**src/shared/usr_pkg.sv**
```systemverilog
package usr_pkg;
  // Register byte offsets
  localparam logic [7:0] OFF_DATA = 8'h00;
  localparam logic [7:0] OFF_STATUS = 8'h04;
  localparam logic [7:0] OFF_CTRL = 8'h08;
  localparam logic [7:0] OFF_FMT = 8'h0c;
  localparam logic [7:0] OFF_BAUD = 8'h10;
  // Status register bits
  localparam int unsigned ST_RXC = 0;
  localparam int unsigned ST_UDRE = 1;
  localparam int unsigned ST_TXC = 2;
  localparam int unsigned ST_U2X = 3;
  // Control register bits
  localparam int unsigned CT_TRANSMIT_ENABLE_BIT = 0;
  localparam int unsigned CT_RXEN = 1;
  localparam int unsigned CT_TX_NINTH_BIT = 2;
  localparam int unsigned CT_RXB8 = 3;
  localparam int unsigned CT_UDRIE = 4;
  localparam int unsigned CT_TXCIE = 5;
  // Format register fields
  localparam int unsigned FM_CSZ = 0;
  localparam int unsigned FM_PEN = 3;
  localparam int unsigned FM_PODD = 4;
  localparam int unsigned FM_STOP2 = 5;
  localparam int unsigned FM_SYNC = 6;
  localparam int unsigned FM_CPOL = 7;
  localparam int unsigned FM_MASTER = 8;
  // Widths, codes and reset values
  localparam int unsigned BAUD_W = 12;
  localparam logic [2:0] CSZ_NINE = 3'h7;
  localparam logic [2:0] CSZ_RST = 3'h3;
  localparam logic [11:0] BAUD_RST = 12'h000;
  localparam logic [4:0] OS_NORMAL = 5'h10;
  localparam logic [4:0] OS_DOUBLE = 5'h08;
  localparam int unsigned FRAME_W = 13;
  localparam int unsigned RXSH_W = 11;
endpackage

```
**src/shared/usr_tick_if.sv**
```systemverilog
`timescale 1ns/1ps
`default_nettype none
interface usr_tick_if;
  logic os_tick;
  logic bit_tick;
  logic samp_tick;
  modport gen (output os_tick, output bit_tick, output samp_tick);
  modport use_side (input os_tick, input bit_tick, input samp_tick);
endinterface
`default_nettype wire

```
**src/hw/usr_baud.sv**
```systemverilog
`timescale 1ns/1ps
`default_nettype none
module usr_baud (
  input wire logic pclk,
  input wire logic presetn,
  input wire logic [usr_pkg::BAUD_W-1:0] divider,
  input wire logic double_speed,
  input wire logic sync_mode,
  input wire logic sync_master,
  input wire logic clock_polarity,
  input wire logic run,
  input wire logic xck_in,
  output logic xck_out,
  usr_tick_if.gen tk
);
  import usr_pkg::*;

  logic [BAUD_W-1:0] div_cnt;
  logic [3:0] os_cnt;
  logic xs1, xs2, lvl_d;
  logic div_hit, lvl, rise, fall;
  logic [4:0] os_per_bit;

  assign div_hit = run && (div_cnt == divider);
  assign os_per_bit = double_speed ? OS_DOUBLE : OS_NORMAL;

  // Baud divider, period divider+1
  always_ff @(posedge pclk or negedge presetn) begin
    if (!presetn) begin
      div_cnt <= '0;
    end else if (!run || div_hit) begin
      div_cnt <= '0;
    end else begin
      div_cnt <= div_cnt + 1'b1;
    end
  end

  // Oversample count to one bit time
  always_ff @(posedge pclk or negedge presetn) begin
    if (!presetn) begin
      os_cnt <= '0;
    end else if (!run || sync_mode) begin
      os_cnt <= '0;
    end else if (div_hit) begin
      os_cnt <= (os_cnt == 4'(os_per_bit - 5'h1)) ? 4'h0 : os_cnt + 1'b1;
    end
  end

  // Master transfer clock, toggles per divider period
  always_ff @(posedge pclk or negedge presetn) begin
    if (!presetn) begin
      xck_out <= 1'b0;
    end else if (!run || !sync_mode || !sync_master) begin
      xck_out <= 1'b0;
    end else if (div_hit) begin
      xck_out <= ~xck_out;
    end
  end

  // External clock synchroniser and edge history
  always_ff @(posedge pclk or negedge presetn) begin
    if (!presetn) begin
      xs1 <= 1'b0;
      xs2 <= 1'b0;
      lvl_d <= 1'b0;
    end else begin
      xs1 <= xck_in;
      xs2 <= xs1;
      lvl_d <= lvl;
    end
  end

  // Edge selection by polarity
  assign lvl = sync_master ? xck_out : xs2;
  assign rise = lvl && !lvl_d;
  assign fall = !lvl && lvl_d;
  assign tk.os_tick = div_hit && !sync_mode;
  assign tk.bit_tick = sync_mode ? (clock_polarity ? fall : rise)
                     : (div_hit && os_cnt == 4'(os_per_bit - 5'h1));
  assign tk.samp_tick = run && sync_mode && (clock_polarity ? rise : fall);
endmodule
`default_nettype wire

```
**src/hw/usr_serial_top.sv**
```systemverilog
// Summary of operation
// Transmit enable makes the block drive the serial output pin.
// Synchronous mode drives and uses the transfer clock pin for transmit; the block drives it only with sync_master set, a slave only reads it.
// Data write loads buffer; moved to shifter when idle or after last stop.
// Loaded shifter sends one frame timed by divider, double speed or clock.
// Unused high data bits are ignored for short characters.
// Nine-bit mode sends the ninth bit latched from control at data write.
// Buffer-empty reads one when empty, zero while data waits.
// Writing the data register clears buffer-empty.
// Buffer-empty request stays raised while flag set and enabled.
// Software writes zero to the buffer-empty status position.
// Transmit-complete sets when frame done and buffer empty.
// Transmit-complete clears on interrupt service or writing one.
// Transmit-complete request rises when the flag becomes set if enabled.
// Parity enable inserts parity after data, before first stop.
// Disabled transmitter finishes shifter and buffer before releasing pin.
// Receive enable makes the block take the serial input pin.
// Synchronous receive is timed by the transfer clock.
// Receive starts on valid start bit; samples to first stop bit.
// First stop bit moves the received word into the receive buffer.
// Unused high bits of received data read as zero.
// Software sets rate, mode and format before transmitting.
// Frame is start, data LSB first, optional parity, one or two stops.
// Parity is xor of data bits, inverted for odd.
// Receive-complete reads one while unread data sits in buffer.
// Polarity zero changes data on rising, samples on falling edge.
// Transmit line idles high between and without frames.
//
// The implementer's own choices: the address map and the APB interface to the registers.
`timescale 1ns/1ps
`default_nettype none
module usr_serial_top (
  input wire logic pclk,
  input wire logic presetn,
  input wire logic psel,
  input wire logic penable,
  input wire logic pwrite,
  input wire logic [7:0] paddr,
  input wire logic [31:0] pwdata,
  output logic [31:0] prdata,
  output logic pready,
  output logic pslverr,
  input wire logic serial_in_pin,
  output logic serial_in_claimed,
  output logic serial_out_pin,
  output logic serial_out_oe_n,
  input wire logic transfer_clock_pin_in,
  output logic transfer_clock_pin_out,
  output logic transfer_clock_pin_oe_n,
  output logic tx_buffer_empty_irq,
  output logic tx_complete_irq,
  input wire logic tx_complete_irq_ack
);
  import usr_pkg::*;

  typedef enum logic [1:0] {RX_IDLE, RX_START, RX_BITS} usr_rx_e;

  usr_tick_if tk ();

  logic transmit_enable_bit, receive_enable_bit, tx_ninth_bit;
  logic tx_buffer_empty_irq_enable, tx_complete_irq_enable;
  logic double_speed_bit, parity_enable_bit, parity_odd_select;
  logic two_stop, sync_mode, clock_polarity_bit, sync_master;
  logic [2:0] char_size_field;
  logic [BAUD_W-1:0] baud_divider_value;
  logic [8:0] tx_buf;
  logic tx_buf_full, tx_busy, tx_complete_flag;
  logic [FRAME_W-1:0] tx_shift, next_frame;
  logic [3:0] tx_cnt, frame_len, n_data;
  logic tx_last, tx_move, tx_done, tx_load_ok;
  usr_rx_e rx_state;
  logic [3:0] rx_os, rx_cnt, rx_total;
  logic [RXSH_W-1:0] rx_shift, rx_word;
  logic [8:0] rx_buf, rx_masked;
  logic rx_complete_flag, rx_strobe, rx_done, rx_take;
  logic [4:0] os_per_bit;
  logic acc, wr_en, rd_en, addr_ok;
  logic [31:0] rd_mux;

  // APB decode, single-cycle access phase
  assign acc = psel && penable;
  assign wr_en = acc && pwrite && addr_ok;
  assign rd_en = acc && !pwrite && addr_ok;
  assign addr_ok = (paddr == OFF_DATA) || (paddr == OFF_STATUS) ||
                   (paddr == OFF_CTRL) || (paddr == OFF_FMT) ||
                   (paddr == OFF_BAUD);
  assign pready = 1'b1;
  assign pslverr = acc && !addr_ok;
  assign rx_take = rd_en && (paddr == OFF_DATA);

  // Character size code to data bit count
  always_comb begin
    unique case (char_size_field)
      3'h0: n_data = 4'h5;
      3'h1: n_data = 4'h6;
      3'h2: n_data = 4'h7;
      CSZ_NINE: n_data = 4'h9;
      default: n_data = 4'h8;
    endcase
  end

  // Frame builder from the buffer
  always_comb begin
    logic par;
    par = parity_odd_select;
    next_frame = '1;
    next_frame[0] = 1'b0;
    for (int i = 0; i < 9; i++) begin
      if (4'(i) < n_data) begin
        next_frame[i + 1] = tx_buf[i];
        par = par ^ tx_buf[i];
      end
    end
    if (parity_enable_bit) begin
      next_frame[4'(n_data + 4'h1)] = par;
    end
    frame_len = 4'(4'h2 + n_data + {3'h0, parity_enable_bit} + {3'h0, two_stop});
  end

  // Control and configuration registers
  always_ff @(posedge pclk or negedge presetn) begin
    if (!presetn) begin
      transmit_enable_bit <= 1'b0;
      receive_enable_bit <= 1'b0;
      tx_ninth_bit <= 1'b0;
      tx_buffer_empty_irq_enable <= 1'b0;
      tx_complete_irq_enable <= 1'b0;
      double_speed_bit <= 1'b0;
      char_size_field <= CSZ_RST;
      parity_enable_bit <= 1'b0;
      parity_odd_select <= 1'b0;
      two_stop <= 1'b0;
      sync_mode <= 1'b0;
      clock_polarity_bit <= 1'b0;
      sync_master <= 1'b0;
      baud_divider_value <= BAUD_RST;
    end else if (wr_en) begin
      if (paddr == OFF_CTRL) begin
        transmit_enable_bit <= pwdata[CT_TRANSMIT_ENABLE_BIT];
        receive_enable_bit <= pwdata[CT_RXEN];
        tx_ninth_bit <= pwdata[CT_TX_NINTH_BIT];
        tx_buffer_empty_irq_enable <= pwdata[CT_UDRIE];
        tx_complete_irq_enable <= pwdata[CT_TXCIE];
      end
      if (paddr == OFF_STATUS) begin
        double_speed_bit <= pwdata[ST_U2X];
      end
      if (paddr == OFF_FMT) begin
        char_size_field <= pwdata[FM_CSZ +: 3];
        parity_enable_bit <= pwdata[FM_PEN];
        parity_odd_select <= pwdata[FM_PODD];
        two_stop <= pwdata[FM_STOP2];
        sync_mode <= pwdata[FM_SYNC];
        clock_polarity_bit <= pwdata[FM_CPOL];
        sync_master <= pwdata[FM_MASTER];
      end
      if (paddr == OFF_BAUD) begin
        baud_divider_value <= pwdata[BAUD_W-1:0];
      end
    end
  end

  // Read mux, captured in the setup phase
  always_comb begin
    rd_mux = 32'h0;
    unique case (paddr)
      OFF_DATA: rd_mux[8:0] = {1'b0, rx_buf[7:0]};
      OFF_STATUS: begin
        rd_mux[ST_RXC] = rx_complete_flag;
        rd_mux[ST_UDRE] = !tx_buf_full;
        rd_mux[ST_TXC] = tx_complete_flag;
        rd_mux[ST_U2X] = double_speed_bit;
      end
      OFF_CTRL: begin
        rd_mux[CT_TRANSMIT_ENABLE_BIT] = transmit_enable_bit;
        rd_mux[CT_RXEN] = receive_enable_bit;
        rd_mux[CT_TX_NINTH_BIT] = tx_ninth_bit;
        rd_mux[CT_RXB8] = rx_buf[8];
        rd_mux[CT_UDRIE] = tx_buffer_empty_irq_enable;
        rd_mux[CT_TXCIE] = tx_complete_irq_enable;
      end
      OFF_FMT: rd_mux[8:0] = {sync_master, clock_polarity_bit, sync_mode, two_stop,
                              parity_odd_select, parity_enable_bit, char_size_field};
      OFF_BAUD: rd_mux[BAUD_W-1:0] = baud_divider_value;
      default: rd_mux = 32'h0;
    endcase
  end

  always_ff @(posedge pclk or negedge presetn) begin
    if (!presetn) begin
      prdata <= 32'h0;
    end else if (psel && !penable && !pwrite) begin
      prdata <= rd_mux;
    end
  end

  // Bit timing and transfer clock
  usr_baud u_baud (
    .pclk(pclk),
    .presetn(presetn),
    .divider(baud_divider_value),
    .double_speed(double_speed_bit),
    .sync_mode(sync_mode),
    .sync_master(sync_master),
    .clock_polarity(clock_polarity_bit),
    .run(transmit_enable_bit || receive_enable_bit || tx_busy || tx_buf_full),
    .xck_in(transfer_clock_pin_in),
    .xck_out(transfer_clock_pin_out),
    .tk(tk.gen)
  );

  // Master drives transfer clock while enabled
  assign transfer_clock_pin_oe_n = !(sync_mode && sync_master &&
    (transmit_enable_bit || receive_enable_bit || tx_busy || tx_buf_full));

  // Transmit buffer; a write wins over the hand-off
  always_ff @(posedge pclk or negedge presetn) begin
    if (!presetn) begin
      tx_buf_full <= 1'b0;
      tx_buf <= 9'h000;
    end else if (wr_en && paddr == OFF_DATA && transmit_enable_bit) begin
      tx_buf_full <= 1'b1;
      tx_buf <= {tx_ninth_bit, pwdata[7:0]};
    end else if (tx_move) begin
      tx_buf_full <= 1'b0;
    end
  end

  // Shifter hand-off points
  assign tx_last = tx_busy && tk.bit_tick && (tx_cnt == 4'(frame_len - 4'h1));
  // Idle load waits for a bit tick so the start bit is full length
  assign tx_load_ok = !tx_busy && tk.bit_tick;
  assign tx_move = tx_buf_full && (tx_load_ok || tx_last);
  assign tx_done = tx_last && !tx_buf_full;

  // Transmit shifter, LSB first
  always_ff @(posedge pclk or negedge presetn) begin
    if (!presetn) begin
      tx_busy <= 1'b0;
      tx_shift <= '1;
      tx_cnt <= 4'h0;
    end else if (tx_move) begin
      tx_busy <= 1'b1;
      tx_shift <= next_frame;
      tx_cnt <= 4'h0;
    end else if (tx_done) begin
      tx_busy <= 1'b0;
      tx_shift <= '1;
    end else if (tx_busy && tk.bit_tick) begin
      tx_shift <= {1'b1, tx_shift[FRAME_W-1:1]};
      tx_cnt <= tx_cnt + 1'b1;
    end
  end

  assign serial_out_pin = tx_shift[0];
  assign serial_out_oe_n = !(transmit_enable_bit || tx_busy || tx_buf_full);

  // Transmit-complete flag; setting wins over clearing
  always_ff @(posedge pclk or negedge presetn) begin
    if (!presetn) begin
      tx_complete_flag <= 1'b0;
    end else if (tx_done) begin
      tx_complete_flag <= 1'b1;
    end else if (tx_complete_irq_ack ||
                 (wr_en && paddr == OFF_STATUS && pwdata[ST_TXC])) begin
      tx_complete_flag <= 1'b0;
    end
  end

  // Interrupt requests
  assign tx_buffer_empty_irq = tx_buffer_empty_irq_enable && !tx_buf_full;
  assign tx_complete_irq = tx_complete_irq_enable && tx_complete_flag;

  // Receiver sample strobe
  assign os_per_bit = double_speed_bit ? OS_DOUBLE : OS_NORMAL;
  assign rx_strobe = sync_mode ? tk.samp_tick
                   : (tk.os_tick && rx_os == 4'(os_per_bit - 5'h1));
  assign rx_total = 4'(n_data + {3'h0, parity_enable_bit} + 4'h1);
  assign rx_done = (rx_state == RX_BITS) && rx_strobe &&
                   (rx_cnt == 4'(rx_total - 4'h1));
  assign serial_in_claimed = receive_enable_bit;

  // Receive sequencer
  always_ff @(posedge pclk or negedge presetn) begin
    if (!presetn) begin
      rx_state <= RX_IDLE;
      rx_os <= 4'h0;
      rx_cnt <= 4'h0;
      rx_shift <= '0;
    end else if (!receive_enable_bit) begin
      rx_state <= RX_IDLE;
    end else begin
      unique case (rx_state)
        RX_IDLE: begin
          rx_os <= 4'h0;
          rx_cnt <= 4'h0;
          if (sync_mode && tk.samp_tick && !serial_in_pin) begin
            rx_state <= RX_BITS;
          end else if (!sync_mode && tk.os_tick && !serial_in_pin) begin
            rx_state <= RX_START;
          end
        end
        RX_START: begin
          if (tk.os_tick) begin
            if (rx_os == 4'(os_per_bit[4:1] - 4'h1)) begin
              rx_os <= 4'h0;
              rx_state <= serial_in_pin ? RX_IDLE : RX_BITS;
            end else begin
              rx_os <= rx_os + 1'b1;
            end
          end
        end
        RX_BITS: begin
          if (tk.os_tick) begin
            rx_os <= (rx_os == 4'(os_per_bit - 5'h1)) ? 4'h0 : rx_os + 1'b1;
          end
          if (rx_strobe) begin
            rx_shift <= {serial_in_pin, rx_shift[RXSH_W-1:1]};
            rx_cnt <= rx_cnt + 1'b1;
            if (rx_done) begin
              rx_state <= RX_IDLE;
            end
          end
        end
      endcase
    end
  end

  // Align received word and mask unused bits
  always_comb begin
    rx_word = {serial_in_pin, rx_shift[RXSH_W-1:1]} >> (4'(RXSH_W) - rx_total);
    for (int i = 0; i < 9; i++) begin
      rx_masked[i] = (4'(i) < n_data) && rx_word[i];
    end
  end

  // Receive buffer; disable flushes, arrival beats a read
  always_ff @(posedge pclk or negedge presetn) begin
    if (!presetn) begin
      rx_complete_flag <= 1'b0;
      rx_buf <= 9'h000;
    end else if (!receive_enable_bit) begin
      rx_complete_flag <= 1'b0;
    end else if (rx_done) begin
      rx_complete_flag <= 1'b1;
      rx_buf <= rx_masked;
    end else if (rx_take) begin
      rx_complete_flag <= 1'b0;
    end
  end
endmodule
`default_nettype wire

```
**config.mk**
```make
export PLATFORM = sky130hd
export DESIGN_NAME = usr_serial_top
export DESIGN_NICKNAME = d
export VERILOG_FILES = /design/src/shared/usr_pkg.sv /design/src/shared/usr_tick_if.sv /design/src/hw/usr_baud.sv /design/src/hw/usr_serial_top.sv
export SDC_FILE = /design/constraint.sdc
export NUM_CORES = 1
export LEC_CHECK = 0
export ABC_CLOCK_PERIOD_IN_PS = 7600
export BUFFER_PORTS_ARGS = -buffer_cell sky130_fd_sc_hd__buf_4
export CORE_MARGIN = 5
export CORE_UTILIZATION = 35
export DETAILED_ROUTE_END_ITERATION = 6
export PLACE_DENSITY = 0.51
export RECOVER_POWER = 100
export SLEW_MARGIN = 5
export SYNTH_ARGS = -nofsm -noshare
export SYNTH_HDL_FRONTEND = slang
export SYNTH_SLANG_ARGS = --single-unit
```
**constraint.sdc**
```tcl
create_clock -name pclk -period 7.6 [get_ports pclk]
set_input_delay 0.76 -clock pclk [delete_from_list [all_inputs] [get_ports pclk]]
set_output_delay 0.76 -clock pclk [all_outputs]
set_load 0.02 [all_outputs]
```
==> summary.md <==
TritonCTS built the clock tree. The tools report the reg-to-reg setup timing slack as 2500 ps. In this run the vertical extent of the chip is 148 um. The worst hold path was traced through 0 stages. Among all cell types in the netlist, the one instantiated most often is sky130_fd_sc_hd__dfrtp_1. The tools report the number of setup violations in the final report as 0.

The final max-slew violation count came out at 87. In this run, CTS created clock tree buffers numbering 17. STA classifies the critical path endpoint as a flip-flop. The sink count of the clock tree was 118; the fraction of final layout cells sized beyond drive strength 1 was 0.195. For this block, the via count after detailed routing is 4,749. After clock tree synthesis, the setup repair step added 0 buffers.

Clock skew on the completed layout was measured at 9.86 ps. The run gives 296 as the number of design-rule violations left by the first detailed-router iteration. Ranked by total cell area, the synthesized netlist is headed by sky130_fd_sc_hd__dfrtp_1 (39%), sky130_fd_sc_hd__mux2_2 (8.8%), sky130_fd_sc_hd__dfstp_2 (5.9%).

After detailed routing, the number of remaining DRC violations is 0. The synthesized design contains 0 enable-type register cells. Measured along the x axis, the die boundary spans 148 um. The final worst-path cycle share was 0.671; the post-detailed-route via-to-cell ratio was 5.11. Synthesized flop and latch total: 118. The flow ran to the end, but the final reports show violations.

The critical path in this run is classified as flip-flop to flip-flop. The tools report the number of instances resized during post-cts repair as 0. The detail route stage leaves a number of antenna-violating nets equal to 0.

Walking the worst path, the cells encountered are and3_1, nor2_1, ha_1, inv_1, ha_1, fa_1, xnor2_1, o31ai_1, a31oi_1, nor3_1, nand4_1, and3_1. Summed over all nets, the half-perimeter wirelength after detailed placement is 11,700 um. On the final layout, the worst hold slack is 362 ps. In the final routed layout, each cell accounts on average for 17.1 um. The die covers 0.0219 mm^2.

The buffers plus inverters on the worst setup path came out at 1. Port buffering added 47 buffers. The clock passes through at most 2 buffers. The starting density of the core was 0.356; the global route total overflow was 0. The share of synthesized registers carrying an async set or reset works out to 1.00. For this run, the detailed router's first-pass iteration total came to 5.

For the worst setup path, the data required time is 7950 ps. Yosys printed 0 warnings. The startpoint kind of the worst setup timing path was a flip-flop. The wire length of the first global-routing pass was 26,400 um. For this design, the CTS-stage hold fixing added 0 buffers.

Path class of the lowest-slack min-delay path: flip-flop to flip-flop. In this run the cell area of the synthesized design comes to 0.00665 mm^2. For the pin with the worst max-slew slack, the measured transition is 3620 ps. The final layout contains routed wiring with a total length of 15,900 um.

The synthesis-to-layout area growth is 14.2%, and the count of nets after finishing is 745. The total I/O pin count is 89, and the worst slew slack as a fraction of its limit is -1.41. The combined global-route utilization of all metal layers is 0.152. The maximum fanout count along the critical path is 19. Synthesis handed over a netlist of 644 instances. The share of the synthesized area in the top cell type came out at 0.387.

The initial antenna violation count was 0; the highest achievable clock rate was 196 MHz. The total power per unit cell area is 246 mW/mm^2. The largest individual stage delay along the critical path comes from the cell sky130_fd_sc_hd__nor3_1. For this design the static power due to leakage is 3.54 nW. Summed over all instances, the cell type with the most area after synthesis is sky130_fd_sc_hd__dfrtp_1.

Clock latency on the worst-skew pair, taken at its later pin, is 420 ps. Sequential share of the synthesized area: 0.447. IR analysis of the VDD net gives a maximum drop of 0.121 mV. The worst register-to-register path has a depth of 12.

The count of unique library cells instantiated by Yosys was 63; the number of failing hold endpoints at the final stage was 0. The tree is rooted in a sky130_fd_sc_hd__clkbuf_16. The critical path crosses 12 cells after its start point.

Setup repair after global routing left no endpoint under its margin. The depth of the CTS H-tree is 4, and the final antenna diode count is 0. The core footprint was 0.0187 mm^2. Each instance of the synthesized netlist takes up on average 10.3 um^2. After clock tree synthesis, the clock-pin slew on the worst setup and hold paths is 50 ps. Number of violations of the max-capacitance limit: 2. The final reports fail on max-capacitance violations, max-slew violations. In the synthesized netlist, the cells that appear most often are sky130_fd_sc_hd__dfrtp_1 (103), sky130_fd_sc_hd__nand2_1 (54), sky130_fd_sc_hd__mux2_2 (52), sky130_fd_sc_hd__nor2_1 (51), sky130_fd_sc_hd__a21oi_1 (35). Counting I/O delays and the setup requirement, the final critical path takes 5100 ps. The stage delay of the slowest cell on the critical path was 1510 ps. The predominant post-synthesis flop cell was sky130_fd_sc_hd__dfrtp_1. The arrival time of the worst setup path came out at 5440 ps. Cell family with the largest share of critical-path delay: simple AND/OR/NAND/NOR gates. The logs give 0.871 for the weighted congestion at the end of routability-driven global placement and 50 for the row count.

The run gives 4,845 as the number of global-route vias before repair. Setup total negative slack on the finished layout was measured at 0 ps. Entering global routing, the biggest net connects 67 pins.
==> cell usage in the layout, fill, tap and decap left out, types with 3 or more instances in the layout <==
master                        n
sky130_fd_sc_hd__inv_1       19
sky130_fd_sc_hd__o22ai_1      9
sky130_fd_sc_hd__o21ai_0     28
sky130_fd_sc_hd__bufinv_16    3
sky130_fd_sc_hd__dfstp_2     15
sky130_fd_sc_hd__a222oi_1     4
sky130_fd_sc_hd__nand3_1     17
sky130_fd_sc_hd__clkbuf_16   17
sky130_fd_sc_hd__o221ai_1     3
sky130_fd_sc_hd__clkbuf_1    23
sky130_fd_sc_hd__nor2b_1      8
sky130_fd_sc_hd__and3_1      12
sky130_fd_sc_hd__buf_4       27
sky130_fd_sc_hd__xnor2_1     17
sky130_fd_sc_hd__o31ai_1      7
sky130_fd_sc_hd__nand2b_1     6
sky130_fd_sc_hd__ha_1        13
sky130_fd_sc_hd__nor4_1       4
sky130_fd_sc_hd__nand2_1     54
sky130_fd_sc_hd__conb_1      21
sky130_fd_sc_hd__mux2_2      51
sky130_fd_sc_hd__nor3b_1      8
sky130_fd_sc_hd__dfrtp_1    103
sky130_fd_sc_hd__or2_2        3
sky130_fd_sc_hd__nand4_1      8
sky130_fd_sc_hd__mux2i_1     23
sky130_fd_sc_hd__nor3_1      12
sky130_fd_sc_hd__mux2_1      10
sky130_fd_sc_hd__clkinv_2     6
sky130_fd_sc_hd__nor2_1      51
sky130_fd_sc_hd__a21oi_1     35
sky130_fd_sc_hd__a31oi_1      3
sky130_fd_sc_hd__xor2_1      27
sky130_fd_sc_hd__o21a_1       5
==> per-layer routing <==
layer  share of wire  global-route usage
met1            0.47               0.205
met2            0.46               0.239
met3           0.043              0.0349
met4           0.018              0.0545
met5               0                   0
==> cell families (layout without fill, tap and decap cells) <==
group / after synthesis / count (layout) / share of synthesized area
compound gates: 114 / 114 / 0.112
xor+xnor: 46 / 46 / 0.0647
fa+ha+maj: 14 / 14 / 0.0275
buf+inv: 67 / 100 / 0.0510
flops: 118 / 118 / 0.447
mux: 86 / 86 / 0.145
other cells: 2 / 21 / 0.00113
simple gates: 197 / 197 / 0.153
==> per-stage QoR <==
step / utilization / instances / power [mW] / setup WS (ps) / instance area, um^2
2_1_floorplan: - / 663 / 0.993 / 3530 / 6730
3_3_place_gp: 0.381 / 898 / 1.09 / 3200 / 7120
3_5_place_dp: 0.381 / 898 / 1.09 / 3080 / 7120
4_1_cts: 0.412 / 930 / 1.91 / 3100 / 7710
5_1_grt: 0.406 / 930 / 1.97 / 1890 / 7600
6_report: 0.406 / 930 / 1.87 / 2500 / 7600
==> state kept, by name, summed over array words and instances, names as in the netlist, 2 cells and up <==
register,cells
tx_shift,13
baud_divider_value,12
prdata,12
u_baud.div_cnt,12
rx_shift,10
rx_buf,9
tx_buf,9
rx_cnt,4
rx_os,4
tx_cnt,4
u_baud.os_cnt,4
char_size_field,3
rx_state,2
==> worst register-to-register path: stages (launching register included) <==
cell and delay (ps):
sky130_fd_sc_hd__dfrtp_1 650, sky130_fd_sc_hd__and3_1 310, sky130_fd_sc_hd__nor2_1 70, sky130_fd_sc_hd__ha_1 740, sky130_fd_sc_hd__inv_1 110, sky130_fd_sc_hd__ha_1 240
sky130_fd_sc_hd__fa_1 380, sky130_fd_sc_hd__xnor2_1 150, sky130_fd_sc_hd__o31ai_1 290, sky130_fd_sc_hd__a31oi_1 200, sky130_fd_sc_hd__nor3_1 1510, sky130_fd_sc_hd__nand4_1 160
sky130_fd_sc_hd__and3_1 230
==> power by group <==
| group | switching, mW | leakage (nW) | total [mW] | internal [mW] |
|---|---|---|---|---|
| clock | 0.277 | 0.293 | 0.806 | 0.529 |
| combinational | 0.187 | 1.69 | 0.290 | 0.103 |
| sequential | 0.0613 | 1.56 | 0.772 | 0.711 |
==> final timing paths <==
kind / from / to
setup / recovery: char_size_field[2]$_DFFE_PN0P_ / tx_shift[8]$_DFFE_PN1P_
hold / removal: u_baud.xs1$_DFF_PN0_ / u_baud.xs2$_DFF_PN0_
setup reg to reg: char_size_field[2]$_DFFE_PN0P_ / tx_shift[8]$_DFFE_PN1P_
hold reg to reg: u_baud.xs1$_DFF_PN0_ / u_baud.xs2$_DFF_PN0_
max in group asynchronous: presetn / tx_busy$_DFFE_PN0P_
min in group asynchronous: presetn / rx_os[0]$_DFFE_PN0P_
==> final cells by class <==
type	instances	area, um^2
Clock buffer	22	464
Clock inverter	10	128
Fill cell	1837	11100
Inverter	19	71.3
Multi-Input combinational cell	478	3380
Sequential cell	118	2970
Tap cell	234	293
Timing Repair Buffer	49	293
Power figures use the tool's default switching activity.
